$ cat src/logic/fsw_cfg.svh
// Constants for the flash status register and write latch block.
`ifndef FSW_CFG_SVH
`define FSW_CFG_SVH
// Contract
// [RL1] Repeat register contents until chip select rises.
// [RL2] Bit 0 is read-only busy flag.
// [RL3] Bit 1 is volatile write latch flag.
// [RL4] Bits 2 to 5 are block protection.
// [RL5] Bit 6 is quad enable.
// [RL6] Bit 7 is status write disable.
// [RL7] Only enable and disable change write latch; code also clears it when an operation completes and on reset.
// [RL8] Status write updates bits 2 to 7.
// [RL9] Busy set during program, erase, register writes.
// [RL10] While busy, ignore all but reads, resets; code also accepts suspend during program or erase.
// [RL11] Suspend accepted during program or erase.
// [RL12] Busy clears when operation ends, any outcome.
// [RL13] Write latch low refuses guarded instructions.
// [RL14] Write enable instruction sets write latch.
// [RL15] Write disable instruction clears write latch.
// [RL16] Write latch clears after finished operations.
// [RL17] Host enables writes before page program.
// [RL18] Host enables writes before every erase.
// [RL19] Host enables writes before register writes.
// [RL20] Host enables writes before info row writes.
// [RL21] Host enables writes before protection writes.
// [RL22] Volatile parameter and bank writes need nothing; code exempts only 8'hc0, 8'h17, others need the latch.
// [RL23] Locked status ignores status writes.
// [RL24] Quad enable turns protect, hold into data.
// [RL25] Chip erase needs all protection bits zero.
`define FSW_SR_RST 8'h00
`define FSW_B_BUSY 0
`define FSW_B_WEL 1
`define FSW_B_BP 2
`define FSW_B_QE 6
`define FSW_B_STATUS_WRITE_DISABLE 7
`define FSW_PIN_IDLE 5'h1a
`define FSW_OP_LAST 5'h07
`define FSW_DAT_LAST 5'h0f
`define FSW_CNT_SAT 5'h10
`define FSW_OUT_LAST 3'h7
`define FSW_C_WR_EN 8'h06
`define FSW_C_WR_DIS 8'h04
`define FSW_C_RD_SR 8'h05
`define FSW_C_RD_EXT 8'h81
`define FSW_C_WR_SR 8'h01
`define FSW_C_SUSP 8'h75
`define FSW_C_RESUME 8'h7a
`define FSW_C_RST_EN 8'h66
`define FSW_C_RST 8'h99
`define FSW_C_CHIP_A 8'hc7
`define FSW_C_CHIP_B 8'h60
`define FSW_C_PROG_A 8'h02
`define FSW_C_PROG_B 8'h12
`define FSW_C_PROG_C 8'h32
`define FSW_C_PROG_D 8'h38
`define FSW_C_PROG_E 8'h34
`define FSW_C_PROG_F 8'h3e
`define FSW_C_ERS_A 8'hd7
`define FSW_C_ERS_B 8'h20
`define FSW_C_ERS_C 8'h21
`define FSW_C_ERS_D 8'h52
`define FSW_C_ERS_E 8'h5c
`define FSW_C_ERS_F 8'hd8
`define FSW_C_ERS_G 8'hdc
`define FSW_C_FUNC 8'h42
`define FSW_C_RP_NV 8'h65
`define FSW_C_XRP_NV 8'h85
`define FSW_C_BANK_NV 8'h18
`define FSW_C_IROW_E 8'h64
`define FSW_C_IROW_P 8'h62
`define FSW_C_PLK_A 8'hfd
`define FSW_C_PLK_B 8'he3
`define FSW_C_PLK_E 8'he4
`define FSW_C_PMODE 8'h2f
`define FSW_C_PLKBIT 8'ha6
`define FSW_C_FREEZE 8'h91
`define FSW_C_GANG_L 8'h7e
`define FSW_C_GANG_U 8'h98
`define FSW_C_PWD 8'he8
`define FSW_C_LRN_NV 8'h43
`define FSW_C_ECC 8'hb5
`define FSW_C_RP_V 8'h63
`define FSW_C_XRP_V 8'h83
`define FSW_C_BANK_V 8'hc5
`define FSW_C_DLK_A 8'hfb
`define FSW_C_DLK_B 8'he1
`define FSW_C_LRN_V 8'h4a
`define FSW_C_RP_V2 8'hc0
`define FSW_C_BANK_V2 8'h17
`endif

$ cat src/logic/fsw_pkg.sv
// Types shared by the flash status register and write latch block.
`default_nettype none
package fsw_pkg;
   // Instruction classes seen by the write latch gate.
   typedef enum logic [2:0] {fsw_cls_none, fsw_cls_pe, fsw_cls_nv, fsw_cls_vol,
      fsw_cls_free} fsw_cls_e;
   // Write cycle states.
   typedef enum logic [1:0] {fsw_idle, fsw_busy, fsw_susp} fsw_state_e;
endpackage
`default_nettype wire

$ cat src/logic/fsw_pin_sync.sv
// Two-stage pin synchroniser with edge detection per bit.
`timescale 1ns/1ns
`default_nettype none
module fsw_pin_sync #(
   parameter int W = 5,
   parameter logic [W-1:0] IDLE = '0
) (
   input wire logic core_clk,
   input wire logic sys_rst,
   input wire logic [W-1:0] pin_in,
   output logic [W-1:0] level,
   output logic [W-1:0] rise,
   output logic [W-1:0] fall
);
   // ****************************************
   // Per-bit synchroniser
   // ****************************************
   genvar i;
   generate
      for (i = 0; i < W; i++) begin : g_bit
         logic s1_reg;
         logic s2_reg;
         logic s3_reg;
         // The first stage feeds only the second stage.
         always_ff @(posedge core_clk) begin
            if (sys_rst) begin
               s1_reg <= IDLE[i];
               s2_reg <= IDLE[i];
               s3_reg <= IDLE[i];
            end else begin
               s1_reg <= pin_in[i];
               s2_reg <= s1_reg;
               s3_reg <= s2_reg;
            end
         end
         // Edges compare the settled stage with its delayed copy.
         assign level[i] = s2_reg;
         assign rise[i] = s2_reg & ~s3_reg;
         assign fall[i] = ~s2_reg & s3_reg;
      end
   endgenerate
endmodule
`default_nettype wire

$ cat src/logic/fsw_status_ctrl.sv
// Status register, write latch and busy control of a serial flash.
`timescale 1ns/1ns
`default_nettype none
`include "fsw_cfg.svh"
module fsw_status_ctrl import fsw_pkg::*; (
   input wire logic core_clk,
   input wire logic sys_rst,
   input wire logic sck_pin,
   input wire logic cs_n_pin,
   input wire logic si_pin,
   input wire logic wp_n_pin,
   input wire logic hold_n_pin,
   input wire logic [7:0] ext_reg_value,
   input wire logic op_done,
   output logic so_out,
   output logic so_oe,
   output logic [7:0] status_value,
   output logic quad_pins_data,
   output logic cmd_pulse,
   output logic [7:0] cmd_code,
   output logic op_start,
   output logic suspend_pulse,
   output logic resume_pulse,
   output logic abort_pulse
);
   // ****************************************
   // Pin synchronisation
   // ****************************************
   logic [4:0] pin_lvl;
   logic [4:0] pin_rise;
   logic [4:0] pin_fall;
   logic sck_rise;
   logic sck_fall;
   logic cs_lvl;
   logic frame_end;
   logic si_lvl;
   logic wp_lvl;
   logic hold_lvl;

   // Every pin passes two flip-flops before use.
   fsw_pin_sync #(
      .W(5),
      .IDLE(`FSW_PIN_IDLE)
   ) u_sync (
      .core_clk(core_clk),
      .sys_rst(sys_rst),
      .pin_in({hold_n_pin, wp_n_pin, si_pin, cs_n_pin, sck_pin}),
      .level(pin_lvl),
      .rise(pin_rise),
      .fall(pin_fall)
   );

   // Named views of the synchronised pins.
   assign sck_rise = pin_rise[0];
   assign sck_fall = pin_fall[0];
   assign cs_lvl = pin_lvl[1];
   assign frame_end = pin_rise[1];
   assign si_lvl = pin_lvl[2];
   assign wp_lvl = pin_lvl[3];
   assign hold_lvl = pin_lvl[4];

   // ****************************************
   // State declarations
   // ****************************************
   logic [4:0] bit_cnt_reg;
   logic [7:0] in_shift_reg;
   logic [7:0] cmd_reg;
   logic [7:0] data_reg;
   logic got_op_reg;
   logic got_data_reg;
   logic read_act_reg;
   logic read_ext_reg;
   logic [7:0] out_shift_reg;
   logic [2:0] out_cnt_reg;
   logic [5:0] nv_bits_reg;
   logic wel_reg;
   logic rst_arm_reg;
   logic op_pe_reg;
   fsw_state_e state_reg;
   fsw_cls_e cls;
   logic [7:0] in_now;
   logic opc_strobe;
   logic dat_strobe;
   logic busy_flag;
   logic [7:0] status_now;
   logic qe;
   logic status_write_disable;
   logic [3:0] bp;
   logic is_chip;
   logic sr_ok;
   logic cer_ok;
   logic cmd_seen;
   logic start_op;
   logic vol_now;
   logic write_enable_cmd_now;
   logic write_disable_cmd_now;
   logic suspend_now;
   logic resume_now;
   logic reset_now;

   // ****************************************
   // Instruction classes
   // ****************************************
   // Sorts an opcode by whether it needs the latch and sets busy.
   function automatic fsw_cls_e op_class(input logic [7:0] op);
      case (op)
         `FSW_C_PROG_A, `FSW_C_PROG_B, `FSW_C_PROG_C, `FSW_C_PROG_D,
         `FSW_C_PROG_E, `FSW_C_PROG_F, `FSW_C_ERS_A, `FSW_C_ERS_B,
         `FSW_C_ERS_C, `FSW_C_ERS_D, `FSW_C_ERS_E, `FSW_C_ERS_F,
         `FSW_C_ERS_G, `FSW_C_CHIP_A, `FSW_C_CHIP_B: begin // RL17 RL18
            op_class = fsw_cls_pe;
         end
         `FSW_C_WR_SR, `FSW_C_FUNC, `FSW_C_RP_NV, `FSW_C_XRP_NV,
         `FSW_C_BANK_NV, `FSW_C_IROW_E, `FSW_C_IROW_P, `FSW_C_PLK_A,
         `FSW_C_PLK_B, `FSW_C_PLK_E, `FSW_C_PMODE, `FSW_C_PLKBIT,
         `FSW_C_FREEZE, `FSW_C_GANG_L, `FSW_C_GANG_U, `FSW_C_PWD,
         `FSW_C_LRN_NV, `FSW_C_ECC: begin // RL19 RL20 RL21
            op_class = fsw_cls_nv;
         end
         `FSW_C_RP_V, `FSW_C_XRP_V, `FSW_C_BANK_V, `FSW_C_DLK_A,
         `FSW_C_DLK_B, `FSW_C_LRN_V: begin
            op_class = fsw_cls_vol;
         end
         `FSW_C_RP_V2, `FSW_C_BANK_V2: begin
            op_class = fsw_cls_free; // RL22
         end
         default: begin
            op_class = fsw_cls_none;
         end
      endcase
   endfunction

   // ****************************************
   // Status composition
   // ****************************************
   // Fields of the status byte and the pin role.
   assign busy_flag = (state_reg == fsw_busy); // RL2
   assign bp = nv_bits_reg[3:0]; // RL4
   assign qe = nv_bits_reg[`FSW_B_QE - `FSW_B_BP]; // RL5
   assign status_write_disable = nv_bits_reg[`FSW_B_STATUS_WRITE_DISABLE - `FSW_B_BP]; // RL6
   assign status_now = {nv_bits_reg, wel_reg, busy_flag}; // RL2 RL3
   assign quad_pins_data = qe; // RL24

   // Registered copy of the status byte for the core.
   always_ff @(posedge core_clk) begin
      if (sys_rst) begin
         status_value <= `FSW_SR_RST;
      end else begin
         status_value <= status_now;
      end
   end

   // ****************************************
   // Serial input
   // ****************************************
   // Byte boundaries of the incoming frame.
   assign in_now = {in_shift_reg[6:0], si_lvl};
   assign opc_strobe = sck_rise & ~cs_lvl & (bit_cnt_reg == `FSW_OP_LAST);
   assign dat_strobe = sck_rise & ~cs_lvl & (bit_cnt_reg == `FSW_DAT_LAST);

   // Shifts data in on the rising clock edge.
   always_ff @(posedge core_clk) begin
      if (sys_rst || cs_lvl) begin
         bit_cnt_reg <= '0;
         in_shift_reg <= '0;
      end else if (sck_rise) begin
         in_shift_reg <= in_now;
         if (bit_cnt_reg != `FSW_CNT_SAT) begin
            bit_cnt_reg <= bit_cnt_reg + 5'h01;
         end
      end
   end

   // Holds the opcode and first data byte of the frame.
   always_ff @(posedge core_clk) begin
      if (sys_rst) begin
         cmd_reg <= '0;
         data_reg <= '0;
         got_op_reg <= 1'b0;
         got_data_reg <= 1'b0;
      end else begin
         if (opc_strobe) begin
            cmd_reg <= in_now;
            got_op_reg <= 1'b1;
         end else if (frame_end) begin
            got_op_reg <= 1'b0;
         end
         if (dat_strobe) begin
            data_reg <= in_now;
            got_data_reg <= 1'b1;
         end else if (frame_end) begin
            got_data_reg <= 1'b0;
         end
      end
   end

   // ****************************************
   // Register readout
   // ****************************************
   // Streams status or extended contents until the frame ends.
   always_ff @(posedge core_clk) begin
      if (sys_rst || cs_lvl) begin
         read_act_reg <= 1'b0;
         read_ext_reg <= 1'b0;
         out_cnt_reg <= '0;
         out_shift_reg <= '0;
      end else if (opc_strobe) begin
         read_act_reg <= (in_now == `FSW_C_RD_SR) || (in_now == `FSW_C_RD_EXT);
         read_ext_reg <= (in_now == `FSW_C_RD_EXT);
         out_cnt_reg <= `FSW_OUT_LAST;
         out_shift_reg <= (in_now == `FSW_C_RD_EXT) ? ext_reg_value : status_now;
      end else if (sck_fall && read_act_reg) begin
         if (out_cnt_reg == `FSW_OUT_LAST) begin
            out_shift_reg <= read_ext_reg ? ext_reg_value : status_now; // RL1
            out_cnt_reg <= '0;
         end else begin
            out_shift_reg <= {out_shift_reg[6:0], 1'b0};
            out_cnt_reg <= out_cnt_reg + 3'h1;
         end
      end
   end

   // The output pin is driven only during a register read.
   assign so_out = out_shift_reg[7];
   assign so_oe = read_act_reg;

   // ****************************************
   // Instruction decision at frame end
   // ****************************************
   // Gates that decide whether the finished frame takes effect.
   assign cls = op_class(cmd_reg);
   assign cmd_seen = frame_end & got_op_reg;
   assign is_chip = (cmd_reg == `FSW_C_CHIP_A) || (cmd_reg == `FSW_C_CHIP_B);
   assign sr_ok = !(cmd_reg == `FSW_C_WR_SR && status_write_disable && !wp_lvl && !qe); // RL23 RL24
   assign cer_ok = !(is_chip && bp != 4'h0); // RL25
   assign reset_now = (cmd_seen && cmd_reg == `FSW_C_RST && rst_arm_reg) ||
      (!qe && !hold_lvl); // RL24
   assign start_op = cmd_seen && state_reg == fsw_idle && wel_reg && // RL13
      (cls == fsw_cls_pe || cls == fsw_cls_nv) && sr_ok && cer_ok &&
      (cmd_reg != `FSW_C_WR_SR || got_data_reg) && !reset_now;
   assign vol_now = cmd_seen && state_reg != fsw_busy && !reset_now && // RL10
      ((cls == fsw_cls_vol && wel_reg) || cls == fsw_cls_free); // RL13 RL22
   assign write_enable_cmd_now = cmd_seen && state_reg != fsw_busy && cmd_reg == `FSW_C_WR_EN;
   assign write_disable_cmd_now = cmd_seen && state_reg != fsw_busy && cmd_reg == `FSW_C_WR_DIS;
   assign suspend_now = cmd_seen && state_reg == fsw_busy && op_pe_reg && // RL11
      cmd_reg == `FSW_C_SUSP && !reset_now;
   assign resume_now = cmd_seen && state_reg == fsw_susp &&
      cmd_reg == `FSW_C_RESUME && !reset_now;

   // Arms the software reset; any other instruction disarms it.
   always_ff @(posedge core_clk) begin
      if (sys_rst) begin
         rst_arm_reg <= 1'b0;
      end else if (cmd_seen) begin
         rst_arm_reg <= (cmd_reg == `FSW_C_RST_EN);
      end
   end

   // ****************************************
   // Write cycle state machine
   // ****************************************
   // Busy runs from start until the array reports done.
   always_ff @(posedge core_clk) begin
      if (sys_rst || reset_now) begin
         state_reg <= fsw_idle;
         op_pe_reg <= 1'b0;
      end else begin
         unique case (state_reg)
            fsw_idle: begin
               if (start_op) begin
                  state_reg <= fsw_busy; // RL9
                  op_pe_reg <= (cls == fsw_cls_pe);
               end
            end
            fsw_busy: begin
               if (op_done) begin
                  state_reg <= fsw_idle; // RL12
               end else if (suspend_now) begin
                  state_reg <= fsw_susp; // RL11
               end
            end
            fsw_susp: begin
               if (resume_now) begin
                  state_reg <= fsw_busy;
               end
            end
            default: begin
               state_reg <= fsw_idle;
            end
         endcase
      end
   end

   // ****************************************
   // Write latch and protection bits
   // ****************************************
   // Only enable sets the latch; disable and completion clear it.
   always_ff @(posedge core_clk) begin
      if (sys_rst || reset_now) begin
         wel_reg <= 1'b0;
      end else if (write_enable_cmd_now) begin
         wel_reg <= 1'b1; // RL14 RL7
      end else if (write_disable_cmd_now) begin
         wel_reg <= 1'b0; // RL15 RL7
      end else if (state_reg == fsw_busy && op_done) begin
         wel_reg <= 1'b0; // RL16
      end
   end

   // Status write loads bits 7 to 2; the latch bit is not touched.
   always_ff @(posedge core_clk) begin
      if (sys_rst) begin
         nv_bits_reg <= 6'(`FSW_SR_RST >> `FSW_B_BP);
      end else if (start_op && cmd_reg == `FSW_C_WR_SR) begin
         nv_bits_reg <= data_reg[7:`FSW_B_BP]; // RL8
      end
   end

   // ****************************************
   // Event outputs
   // ****************************************
   // Pulses toward the array engine, one cycle each except abort, which stays high while hold is low and quad enable is clear.
   always_ff @(posedge core_clk) begin
      if (sys_rst) begin
         cmd_pulse <= 1'b0;
         cmd_code <= '0;
         op_start <= 1'b0;
         suspend_pulse <= 1'b0;
         resume_pulse <= 1'b0;
         abort_pulse <= 1'b0;
      end else begin
         cmd_pulse <= start_op | vol_now;
         if (start_op || vol_now) begin
            cmd_code <= cmd_reg;
         end
         op_start <= start_op;
         suspend_pulse <= suspend_now;
         resume_pulse <= resume_now;
         abort_pulse <= reset_now;
      end
   end
endmodule
`default_nettype wire

$ cat config.mk
export PLATFORM = sky130hd
export DESIGN_NAME = fsw_status_ctrl
export DESIGN_NICKNAME = d
export VERILOG_FILES = /design/src/logic/fsw_pkg.sv /design/src/logic/fsw_pin_sync.sv /design/src/logic/fsw_status_ctrl.sv
export VERILOG_INCLUDE_DIRS = /design/src /design/src/logic
export SDC_FILE = /design/constraint.sdc
export NUM_CORES = 1
export LEC_CHECK = 0
export BUFFER_PORTS_ARGS = -buffer_cell sky130_fd_sc_hd__buf_2
export CORE_UTILIZATION = 40
export DETAILED_ROUTE_END_ITERATION = 10
export GPL_ROUTABILITY_DRIVEN = 0
export PLACE_DENSITY = 0.68
export SYNTH_ARGS = -nofsm -noshare
export SYNTH_HDL_FRONTEND = slang
export SYNTH_SLANG_ARGS = --single-unit
$ cat constraint.sdc
create_clock -name core_clk -period 2.2 [get_ports core_clk]
set_input_delay 0.22 -clock core_clk [delete_from_list [all_inputs] [get_ports core_clk]]
set_output_delay 0.22 -clock core_clk [all_outputs]
set_load 0.02 [all_outputs]
==> results of run 1 <==
## path summary, 6_finish.rpt
path / start / end / slack (ns) / cells past startpoint
worst max-delay path: cmd_reg[6] / cmd_code[0] / -0.26 / 8
worst max register to register: cmd_reg[6] / cmd_code[0] / -0.26 / 8
worst min register to register: u_sync.g_bit[4].s1_reg / u_sync.g_bit[4].s2_reg / 0.41 / 1
worst min-delay path: hold_n_pin / u_sync.g_bit[4].s1_reg / 0.05 / 2
## per-stage QoR
step                instances  setup slack [ns]  hold slack (ns)    util  cell area (µm²)
floorplan                 484          -0.03517           0.3238       -             4238
finish                    718           -0.2590          0.04537  0.5602             5552
global placement          693           -0.3076           0.3930  0.4987             4942
CTS                       717           -0.1440          0.02883  0.5487             5438
global route              718           -0.4015          0.04559  0.5602             5552
detailed placement        693           -0.3890           0.3923  0.4987             4942
## layer usage
layer,vias to the layer above,global-route usage
met5,-,0
met2,160,0.3547
met3,42,0.04468
li1,1922,-
met1,1882,0.2850
met4,0,0.1082
## timing repair
action | in CTS | in global routing
setup endpoints to repair | 18 | 18
resized for setup | 49 | 16
buffers inserted | 9 | 0
cloned | 1 | 1
pin swaps | 11 | 13
## critical path, cell delays in order, from the launching register on
cell,delay [ns]
dfxtp_2,0.39
buf_4,0.18
nand2b_1,0.11
a211o_1,0.12
o21ai_1,0.12
a311o_1,0.41
or4_4,0.49
and4_1,0.22
a311o_1,0.31
## layout make-up
cell class,instances,share of cell area
repair buffers,123,0.1557
clock inverters,4,0.01780
inverters,9,0.006085
clock buffers,10,0.02299
flip-flops and latches,85,0.3112
well taps,133,0.02998
multi-input cells,354,0.4562
## cells in the final DEF (no fill, tap or decap), types with 4 or more instances in the layout
cell      synthesis  final
buf_6             3      7
a21oi_1          35     33
and4_1            7      6
nor4_1            7      6
nand3b_1          5      5
dfxtp_4           0      6
ha_1              5      5
buf_2             9     39
nor2_1           47     47
a211oi_1         10     10
or2_2             8      8
nor2b_1          30     29
nand4_1           7      7
nand2_1          55     52
nand2b_1          7      6
nor3_1            6      5
buf_4             0     76
nor3b_2           0      4
mux2_4            0      6
o22ai_1           8      7
a311o_1           8      8
inv_1             9      9
mux2i_1          23     23
clkbuf_8          0      9
nand3_1           9      9
dfxtp_1          85     76
## cell families after synthesis
kind of cell,Yosys count,share of synthesized area
buf+inv,47,0.05081
flops,85,0.4114
simple gates,224,0.2949
fa+ha+maj,5,0.01512
xor+xnor,6,0.01270
compound gates,88,0.1431
mux,29,0.07199
## power by group through the flow
stage               registers [mW]  logic, mW  clock network [mW]
detailed placement            1.59     0.0684                   0
global route                  1.55     0.0778                1.39
floorplan                     1.59     0.0363                   0
CTS                           1.54     0.0698                1.32
finish                        1.54     0.0712                1.29
global placement              1.59     0.0676                   0
## synthesized netlist by cell type (9+ instances only)
| cell | count | area (µm²) |
|---|---|---|
| dfxtp_1 | 85 | 1702 |
| nand2_1 | 55 | 206.5 |
| nor2_1 | 47 | 176.4 |
| a21oi_1 | 35 | 175.2 |
| nor2b_1 | 30 | 187.7 |
| clkbuf_1 | 23 | 86.33 |
| mux2i_1 | 23 | 230.2 |
| a211oi_1 | 10 | 75.07 |
| buf_2 | 9 | 45.04 |
| inv_1 | 9 | 33.78 |
| nand3_1 | 9 | 45.04 |
==> results.md, run 1 <==
- The first-pass GRT wire length is 19360 µm.
- The clock tree synthesis step divided the H-tree into 3 levels.
- The number of hold-slack violations in the final timing report was 0.
- The proportion of register bits with asynchronous set or reset after synthesis is 0.
- At the later pin of the worst-skew pair, clock insertion delay measures 0.36 ns.
- TritonCTS created 9 clock buffers.
- The first TritonRoute pass finished after 5 iterations.
- Internal power comes to 2.310 mW.
- The slew of the pin with the lowest slew margin is 0.7705 ns.
- The total congestion overflow is 0.
- The total number of nets in the final design is 603.
- Of the total power, the clock network draws 0.445.
- Dividing the final minimum period by the clock period gives 1.118.
- The total die area is 10750 µm².
- TritonCTS built the clock tree.
- The horizontal die dimension is 103.7 µm.
- In the post-route analysis, the smallest setup slack over all paths is -0.2590 ns.
- Power spread over the standard cell area amounts to 523.8 nW/µm².
- The total inserted antenna cells is 0.
- The routed via count is 4006.
- Once detailed placement completed, the half-perimeter wirelength came to 7904 µm.
- The number of synthesized flops with an enable pin is 0.
- Setup repair after global routing could not meet its margin everywhere.
- Derived from the worst setup path, the maximum achievable clock frequency is 406.7 MHz.
- The largest voltage drop on the vdd net is 0.4391 mV.
- The root cell of the clock tree is clkbuf_8.
- The number of I/O pins is 40.
- The synthesized area per cell is 8.546 µm².
- The worst pin sits at a relative slew slack of 0.4796.
- Clock skew on the completed layout was measured at 0.009659 ns.
- The share of total power dissipated in combinational logic is 0.024.
- STA puts the critical path data required time at 2.45 ns.
- The flow ran to the end, but the final reports show violations.
- The sequential area share after synthesis is 0.4114.
- The count of hold-fix buffers inserted at cts is 0.
- The post-route antenna net violation count is 0.
- The fraction of final layout cells with drive strength greater than 1 is 0.3368.
- The peak fanout along the critical path is 12.
- For the finished layout, the period the worst path requires is 2.459 ns.
- Setup violations remaining at the end of the flow were counted as 18.
- The reported max-cap violation count is 0.
- The count of distinct cell types in the synthesized netlist is 61.
- Detailed routing placed a total of 766 µm of wire on met3.
- The synthesized design contains 85 register bits.
- The total wire length is 11930 µm.
- The cell area that synthesis handed to floorplanning was 4136 µm².
- The met1 wire length is 5282 µm.
- Across the whole layout, storage elements account for 1728 µm².
- The relative contribution of sequential cells to total power is 0.531.
- The floorplan has 36 rows.
- The data arrival time at the worst-slack endpoint is 2.71 ns.
- For this design the static power due to leakage is 2.153 nW.
- The number of nets in the synthesized netlist is 505.
- The number of antenna violations at the first check in global routing was 0.
- The initial cell density of the core is 0.4174.
- The average routed wire per standard cell is 16.61 µm.
- The total global routing track utilization is 0.2217.
- The prevailing post-synth register cell is dfxtp_1.
- Counting along the longest clock path gives a buffer depth of 2.
- The number of slew-limit violations in the final report is 0.
- The worst setup path is captured at a flop.
- The length of routed met2 wiring is 5418 µm.
- For this design the total switching power over the nets is 597.7 µW.
- The worst hold-check path type is input pin to flop.
- The clock slew seen by the registers of the worst setup and hold paths is 0.08 ns.
- For this run, design rule violations remaining after detail routing come to 0.
- The switching power share of the total is 0.2055.
- The top layer reached by signal wires is met4.
- Summing internal, switching and leakage power gives 2.908 mW.
- The clock sink count is 85.
- STA classifies the critical path startpoint as a flop.
- The gate count of the mapped netlist is 484.
- Dividing the detail-routed via count by the number of cells gives 5.579.
- The multi-input combinational cell area is 2532 µm².
- The number of fill cells is 873.
- The port buffer count is 39.
- The critical path is of the flop to flop type.
- The floorplan step set the die height to 103.7 µm.
- The via count of the first global-routing pass is 3899.
- The final reports fail on setup timing.
- The yosys synthesis warning count is 0.
- The signed area change from the synthesized netlist to the final layout is 34.21%.
- The total negative slack for setup checks is -3.064 ns.
- The starting DRC count in detailed routing is 280.
- The placeable core area is 9910 µm².
- Entering global routing, the biggest net connects 30 pins.
Power figures use the tool's default switching activity.
==> run 2, diff against run 1 <==
--- a/config.mk
+++ b/config.mk
@@ -7,6 +7,7 @@
 export NUM_CORES = 1
 export LEC_CHECK = 0
 export BUFFER_PORTS_ARGS = -buffer_cell sky130_fd_sc_hd__buf_2
+export CORE_MARGIN = 2
 export CORE_UTILIZATION = 40
 export DETAILED_ROUTE_END_ITERATION = 10
 export GPL_ROUTABILITY_DRIVEN = 0
==> constraint.sdc (replaced) <==
create_clock -name core_clk -period 2.2 [get_ports core_clk]
set_input_delay 0.22 -clock core_clk [delete_from_list [all_inputs] [get_ports core_clk]]
set_output_delay 0.22 -clock core_clk [all_outputs]
set_load 0.05 [all_outputs]
==> results.md, run 2 (synthesis results as in run 1) <==
- The switching component of the power is 633.4 µW (was 597.7 µW).
- Status: complete, but fails checks (unchanged).
- The post-route antenna net violation count is 0 (unchanged).
- The nature of the critical path endpoint is a flop (unchanged).
- The root cell of the clock tree is clkbuf_8 (unchanged).
- The data arrival time at the worst-slack endpoint is 2.65 ns (was 2.71 ns).
- The first-pass iteration count of the detailed router is 7 (was 5).
- The highest clock rate was 416.1 MHz (was 406.7 MHz).
- The total inserted antenna cells was 0 (unchanged).
- The commonest non-fill, non-tap cell in the layout is dfxtp_1.
- The count of hold-fix buffers inserted at cts was 0 (unchanged).
- The cell-internal power is 2.129 mW (was 2.310 mW).
- The horizontal die dimension came to 105.7 µm (was 103.7 µm).
- The number of I/O pins is 40 (unchanged).
- The worst hold-check path type is input pin to flop (unchanged).
- The number of antenna violations at the first check in global routing is 0 (unchanged).
- The relative contribution of sequential cells to total power came to 0.559 (was 0.531).
- The number of clock buffers inserted by TritonCTS is 9 (unchanged).
- The capturing point of the worst reg2reg path is cmd_code[7] (was cmd_code[0]).
- The reported max-cap violation count is 0 (unchanged).
- The initial cell density of the core is 0.4061 (was 0.4174).
- The relative max-transition margin is 0.5238 (was 0.4796).
- The minimum clock period is 2.403 ns (was 2.459 ns).
- The average routed wire per standard cell came to 16.05 µm (was 16.61 µm).
- The critical path startpoint category is a flop (unchanged).
- The total number of nets in the final design was 601 (was 603).
- RSZ-0062 raised after global routing: yes (unchanged).
- The number of fill cells is 925 (was 873).
- The placeable core area came to 10180 µm² (was 9910 µm²).
- The worst setup slack for register-to-register paths came to -0.20 ns (was -0.26 ns).
- The post-route DRC violation count came to 0 (unchanged).
- The maximum clock skew at final layout was 0.01293 ns (was 0.009659 ns).
- The most heavily used metal layer in global routing is met2 (unchanged).
- The slowest cell on the critical path is or4b_4 (was or4_4).
- The CTS tree is done (unchanged).
- The via count of the first global-routing pass came to 3704 (was 3899).
- The part of the total power dissipated in the clock network is 0.416 (was 0.445).
- The final HPWL from detailed placement is 7724 µm (was 7904 µm).
- The first-pass GRT wire length is 17640 µm (was 19360 µm).
- The clock slew seen by the registers of the worst setup and hold paths was 0.09 ns (was 0.08 ns).
- The dominant cell type by count on the critical path was buf_6 (was a311o_1).
- The part of the total power dissipated in combinational logic was 0.025 (was 0.024).
- The post-detailed-route via-to-cell ratio is 5.523 (was 5.579).
- The met3 track demand over resource was 0.04515 (was 0.04468).
- The number of hold-slack violations in the final timing report is 0 (unchanged).
- The total congestion overflow was 0 (unchanged).
- The starting DRC count in detailed routing is 273 (was 280).
- The share of the clock period used by the worst path is 1.092 (was 1.118).
- The final cell utilization of the core is 0.5412 (was 0.5602).
- The largest voltage drop on the vdd net was 0.2664 mV (was 0.4391 mV).
- The number of buffers on the longest clock path is 2 (unchanged).
- The met2 capacity usage during global routing came to 0.3074 (was 0.3547).
- The switching power share of the total was 0.2293 (was 0.2055).
- The total global routing track utilization was 0.1965 (was 0.2217).
- Cells traversed along the worst timing path: buf_6, buf_6, or4b_4, nor4b_4, a31oi_1, nand4_1, or4_4, buf_4, nand2_8, a311o_1 (was buf_4, nand2b_1, a211o_1, o21ai_1, a311o_1, or4_4, and4_1, a311o_1).
- The capture point of the critical path is cmd_code[7] (was cmd_code[0]).
- The fraction of final layout cells with drive strength greater than 1 is 0.3402 (was 0.3368).
- The beginning of the worst register-to-register path is cmd_reg[4] (was cmd_reg[6]).
- Failing checks: setup timing (unchanged).
- The number of slew-limit violations in the final report is 0 (unchanged).
- The signed area change from the synthesized netlist to the final layout was 33.24% (was 34.21%).
- Commonest cells after routing, fill and taps aside: dfxtp_1, buf_4, nand2_1, nor2_1, buf_2 (unchanged).
- The launching instance or port of the critical path is cmd_reg[4] (was cmd_reg[6]).
- The final critical-path setup slack was -0.2031 ns (was -0.2590 ns).
- The delay of the slowest cell on the worst path is 0.52 ns (was 0.49 ns).
- The total setup violations reported at the end of the flow came to 18 (unchanged).
- The number of placement rows came to 37 (was 36).
- The H-tree depth is 3 (unchanged).
- The slew of the pin with the lowest slew margin was 0.7050 ns (was 0.7705 ns).
- The port buffer count is 39 (unchanged).
- The leakage power is 2.151 nW (was 2.153 nW).
- The met1 track demand over resource is 0.2510 (was 0.2850).
- The data required time of the worst path came to 2.44 ns (was 2.45 ns).
- The total power density per cell area is 501.2 nW/µm² (was 523.8 nW/µm²).
- The total die area is 11170 µm² (was 10750 µm²).
- The worst reg2reg path depth was 10 (was 8).
- The maximum number of pins on one net before global-route repair is 33 (was 30).
- The class of the most critical setup path is flop to flop (unchanged).
- The clock sink count came to 85 (unchanged).
- The peak fanout along the critical path is 10 (was 12).
- The die extent in y is 105.7 µm (was 103.7 µm).
- The clock latency of the later-clocked register in the worst-skew pair is 0.36 ns (about the same).
- The worst hold margin is 0.03648 ns (was 0.04537 ns).
- The routed via count is 3982 (was 4006).
- The total wire length is 11570 µm (was 11930 µm).
## run 2: changes by cell type in the layout (fill, tap and decap cells not counted), sizes merged
cell / delta
and4: -1
buf: -3
bufinv: -2
clkbuf: +2
clkinv: +1
clkinvlp: +1
inv: +2
## run 2: worst min-delay path by stage
stage | start | to | slack (ns) | depth (start not counted)
final | wp_n_pin | u_sync.g_bit[3].s1_reg | 0.04 | 2
after global routing | hold_n_pin | u_sync.g_bit[4].s1_reg | 0.03 | 2
after CTS | wp_n_pin | u_sync.g_bit[3].s1_reg | 0.02 | 2
after detailed placement | u_sync.g_bit[1].s1_reg | u_sync.g_bit[1].s2_reg | 0.39 | 1
after global placement | u_sync.g_bit[4].s1_reg | u_sync.g_bit[4].s2_reg | 0.40 | 1
after floorplan | cs_n_pin | u_sync.g_bit[1].s1_reg | 0.32 | 1
## run 2: timing repair
item	CTS	global route
cloned	1	0
pin swaps	17	9
setup endpoints to repair	18	18
setup buffers	4	9
gates resized for setup	30	34
hold endpoints to repair	0	0
## run 2: metrics by stage
stage          total power, mW  setup slack, ns  instance area [µm²]  cells  setup TNS [ns]
6_report                 2.762          -0.2031                 5512    721          -2.551
5_1_grt                  2.860          -0.2715                 5512    721          -3.597
4_1_cts                  2.792          -0.1430                 5259    712          -1.796
3_5_place_dp             1.656          -0.3183                 4908    691          -3.695
3_3_place_gp             1.654          -0.3086                 4908    691          -3.135
2_1_floorplan            1.624         -0.03517                 4238    484         -0.1758
## run 2: power groups by stage
stage	clock network (mW)	logic [mW]	registers, mW
2_1_floorplan	0	0.0363	1.59
3_3_place_gp	0	0.0674	1.59
6_report	1.15	0.0704	1.54
4_1_cts	1.18	0.0697	1.54
3_5_place_dp	0	0.0692	1.59
5_1_grt	1.24	0.0772	1.54
## run 2: final cells by class
class	count	area, µm²	share of cell area
Inverter	9	33.78	0.006129
Multi-Input combinational cell	353	2510	0.4554
Clock buffer	10	137.6	0.02497
Sequential cell	85	1728	0.3135
Clock inverter	6	68.82	0.01249
Tap cell	136	170.2	0.03087
Timing Repair Buffer	122	863.3	0.1566
## run 2: layer usage
layer,up-vias,routed length (µm)
li1,1926,-
met4,0,583
met5,-,0
met3,50,683
met1,1848,4925
met2,158,5378
## run 2: critical path: cells and delay by family, from the launching register on
kind                   cells  cell delay, ns
flip-flops                 1            0.37
AO/OA/AOI/OAI              2            0.35
buffers and inverters      3            0.40
AND/OR/NAND/NOR            5            1.16
==> run 3, diff against run 2 <==
--- a/config.mk
+++ b/config.mk
@@ -7,11 +7,14 @@
 export NUM_CORES = 1
 export LEC_CHECK = 0
 export BUFFER_PORTS_ARGS = -buffer_cell sky130_fd_sc_hd__buf_2
+export CELL_PAD_IN_SITES_DETAIL_PLACEMENT = 1
+export CELL_PAD_IN_SITES_GLOBAL_PLACEMENT = 1
 export CORE_MARGIN = 2
 export CORE_UTILIZATION = 40
 export DETAILED_ROUTE_END_ITERATION = 10
 export GPL_ROUTABILITY_DRIVEN = 0
-export PLACE_DENSITY = 0.68
+export PLACE_DENSITY = 0.8
+export SLEW_MARGIN = 0
 export SYNTH_ARGS = -nofsm -noshare
 export SYNTH_HDL_FRONTEND = slang
 export SYNTH_SLANG_ARGS = --single-unit
==> constraint.sdc (replaced) <==
create_clock -name core_clk -period 3 [get_ports core_clk]
set_input_delay 0.3 -clock core_clk [delete_from_list [all_inputs] [get_ports core_clk]]
set_output_delay 0.3 -clock core_clk [all_outputs]
set_load 0.05 [all_outputs]
==> results.md, run 3 (synthesis results as in run 1) <==
- The delay of the slowest cell on the worst path is 0.66 ns (was 0.52 ns).
- The total congestion overflow is 0 (unchanged).
- The number of hold-slack violations in the final timing report is 0 (unchanged).
- The beginning of the worst register-to-register path is cmd_reg[3] (was cmd_reg[4]).
- The leakage power is 1.734 nW (was 2.151 nW).
- The class of the most critical setup path is flop to flop (unchanged).
- The first-pass iteration count of the detailed router came to 5 (was 7).
- The CTS tree is done (unchanged).
- The reported max-cap violation count is 0 (unchanged).
- The post-route antenna net violation count was 0 (unchanged).
- The relative max-transition margin came to 0.4727 (was 0.5238).
- The final HPWL from detailed placement is 8097 µm (was 7724 µm).
- Cells traversed along the worst timing path: buf_4, nor2_1, a2bb2oi_1, nor3_1, o311a_1, or4_1, and4_1, a311o_1 (was buf_6, buf_6, or4b_4, nor4b_4, a31oi_1, nand4_1, or4_4, buf_4, nand2_8, a311o_1).
- The total die area is 11170 µm² (unchanged).
- The number of fill cells is 1246 (was 925).
- The total number of nets in the final design is 536 (was 601).
- The horizontal die dimension is 105.7 µm (unchanged).
- The first-pass GRT wire length is 18910 µm (was 17640 µm).
- The total global routing track utilization is 0.2099 (was 0.1965).
- The port buffer count is 39 (unchanged).
- The critical path startpoint category is a flop (unchanged).
- The data required time of the worst path is 3.24 ns (was 2.44 ns).
- The slowest cell on the critical path is or4_1 (was or4b_4).
- The worst hold-check path type is input pin to flop (unchanged).
- The average routed wire per standard cell is 17.44 µm (was 16.05 µm).
- The largest voltage drop on the vdd net is 0.2991 mV (was 0.2664 mV).
- The maximum clock skew at final layout is 0.01552 ns (was 0.01293 ns).
- The total power density per cell area was 438.6 nW/µm² (was 501.2 nW/µm²).
- The number of antenna violations at the first check in global routing is 0 (unchanged).
- The capture point of the critical path is cmd_code[3] (was cmd_code[7]).
- The maximum number of pins on one net before global-route repair is 37 (was 33).
- The number of I/O pins is 40 (unchanged).
- The commonest non-fill, non-tap cell in the layout was dfxtp_1 (unchanged).
- The highest clock rate was 348.9 MHz (was 416.1 MHz).
- The launching instance or port of the critical path is cmd_reg[3] (was cmd_reg[4]).
- The via count of the first global-routing pass is 3775 (was 3704).
- The post-route DRC violation count is 0 (unchanged).
- The capturing point of the worst reg2reg path is cmd_code[3] (was cmd_code[7]).
- The slew of the pin with the lowest slew margin is 0.7881 ns (was 0.7050 ns).
- The post-detailed-route via-to-cell ratio came to 5.678 (was 5.523).
- The clock latency of the later-clocked register in the worst-skew pair came to 0.36 ns (about the same).
- The final cell utilization of the core was 0.4604 (was 0.5412).
- The clock slew seen by the registers of the worst setup and hold paths is 0.10 ns (was 0.09 ns).
- The number of placement rows came to 37 (unchanged).
- The number of clock buffers inserted by TritonCTS was 9 (unchanged).
- The buffers inserted during post-CTS setup optimization was 0 (was 4).
- The minimum clock period is 2.866 ns (was 2.403 ns).
- The worst setup slack for register-to-register paths came to 0.13 ns (was -0.20 ns).
- The worst reg2reg path depth is 8 (was 10).
- The area used by sequential logic in the layout was 1704 µm² (was 1728 µm²).
- The routed via count is 3725 (was 3982).
- The placeable core area came to 10180 µm² (unchanged).
- The data arrival time at the worst-slack endpoint came to 3.11 ns (was 2.65 ns).
- The H-tree depth is 3 (unchanged).
- The total inserted antenna cells is 0 (unchanged).
- The signed area change from the synthesized netlist to the final layout came to 13.37% (was 33.24%).
- The total wire length is 11440 µm (was 11570 µm).
- RSZ-0062 raised after global routing: no (was yes).
- The die extent in y is 105.7 µm (unchanged).
- The share of the clock period used by the worst path came to 0.9552 (was 1.092).
- The starting DRC count in detailed routing was 221 (was 273).
- The nature of the critical path endpoint is a flop (unchanged).
- The fraction of final layout cells with drive strength greater than 1 was 0.1827 (was 0.3402).
- The number of slew-limit violations in the final report was 0 (unchanged).
- The total setup violations reported at the end of the flow was 0 (was 18).
- The initial cell density of the core was 0.4061 (unchanged).
- The number of buffers on the longest clock path is 2 (unchanged).
- The peak fanout along the critical path is 10 (unchanged).
- Status: complete, no violations (was complete, but fails checks).
- The total negative slack for setup checks was 0 ns (was -2.551 ns).
- The clock sink count is 85 (unchanged).
- Commonest cells after routing, fill and taps aside: dfxtp_1, nand2_1, nor2_1, buf_2, a21oi_1 (was dfxtp_1, buf_4, nand2_1, nor2_1, buf_2).
- The multi-input combinational cell area is 2231 µm² (was 2510 µm²).
- The root cell of the clock tree is clkbuf_8 (unchanged).
-- run 3: cell count changes in the layout (fill, tap and decap cells not counted), sizes merged --
| cell | delta |
|---|---|
| nand2 | -1 |
| clkinv | -1 |
| clkbuf | -2 |
| inv | +1 |
| buf | -62 |
-- run 3: cell type report --
class	count	area share
multi-input combinational	352	0.4757
sequential	85	0.3634
timing repair buffer	58	0.07204
tap	136	0.03629
clock buffer	10	0.02935
clock inverter	6	0.01601
inverter	9	0.007204
-- run 3: what timing repair did --
| action | in CTS | in global routing |
|---|---|---|
| endpoints found under the setup margin | 0 | 7 |
| endpoints found under the hold margin | 0 | 0 |
| gates resized for setup | 0 | 3 |
| hold buffers | 0 | 0 |
-- run 3: per-layer routing --
| layer | share of wire | up-vias | global-route usage | wire [µm] |
|---|---|---|---|---|
| met5 | 0 | - | 0 | 0 |
| met4 | 0.018 | 0 | 0.06673 | 208 |
| met3 | 0.041 | 18 | 0.04267 | 465 |
| met2 | 0.51 | 111 | 0.3636 | 5807 |
| met1 | 0.43 | 1806 | 0.2611 | 4959 |
| li1 | - | 1790 | - | - |
-- run 3: where the power goes --
group          switching, mW  internal, mW
combinational         0.0319        0.0161
clock                  0.450         0.421
sequential           0.00284          1.13
-- run 3: how the worst min path moves through the flow --
stage	start	to	slack [ns]	cells past startpoint
3_3_place_gp	u_sync.g_bit[1].s1_reg	u_sync.g_bit[1].s2_reg	0.39	1
3_5_place_dp	u_sync.g_bit[4].s1_reg	u_sync.g_bit[4].s2_reg	0.40	1
2_1_floorplan	u_sync.g_bit[1].s1_reg	u_sync.g_bit[1].s2_reg	0.39	1
6_report	wp_n_pin	u_sync.g_bit[3].s1_reg	0.12	2
4_1_cts	wp_n_pin	u_sync.g_bit[3].s1_reg	0.1	2
5_1_grt	cs_n_pin	u_sync.g_bit[1].s1_reg	0.11	2
-- run 3: metrics by stage --
step	setup WS (ns)	cells	instance area [µm²]	hold slack [ns]	total power [mW]
after floorplan	0.5627	484	4136	0.3895	1.191
after global placement	0.2217	640	4468	0.3929	1.211
after detailed placement	0.1849	640	4468	0.4007	1.212
after CTS	0.1621	656	4681	0.09522	2.078
after global routing	0.01663	656	4690	0.1100	2.127
final	0.1343	656	4690	0.1155	2.057
-- run 3: worst max-delay path, delay by kind of cell (launching register included) --
kind	cells	cell delay, ns
AOI/OAI and AO/OA	3	0.88
buffers and inverters	1	0.24
DFF	1	0.56
and+or+nand+nor	4	1.08
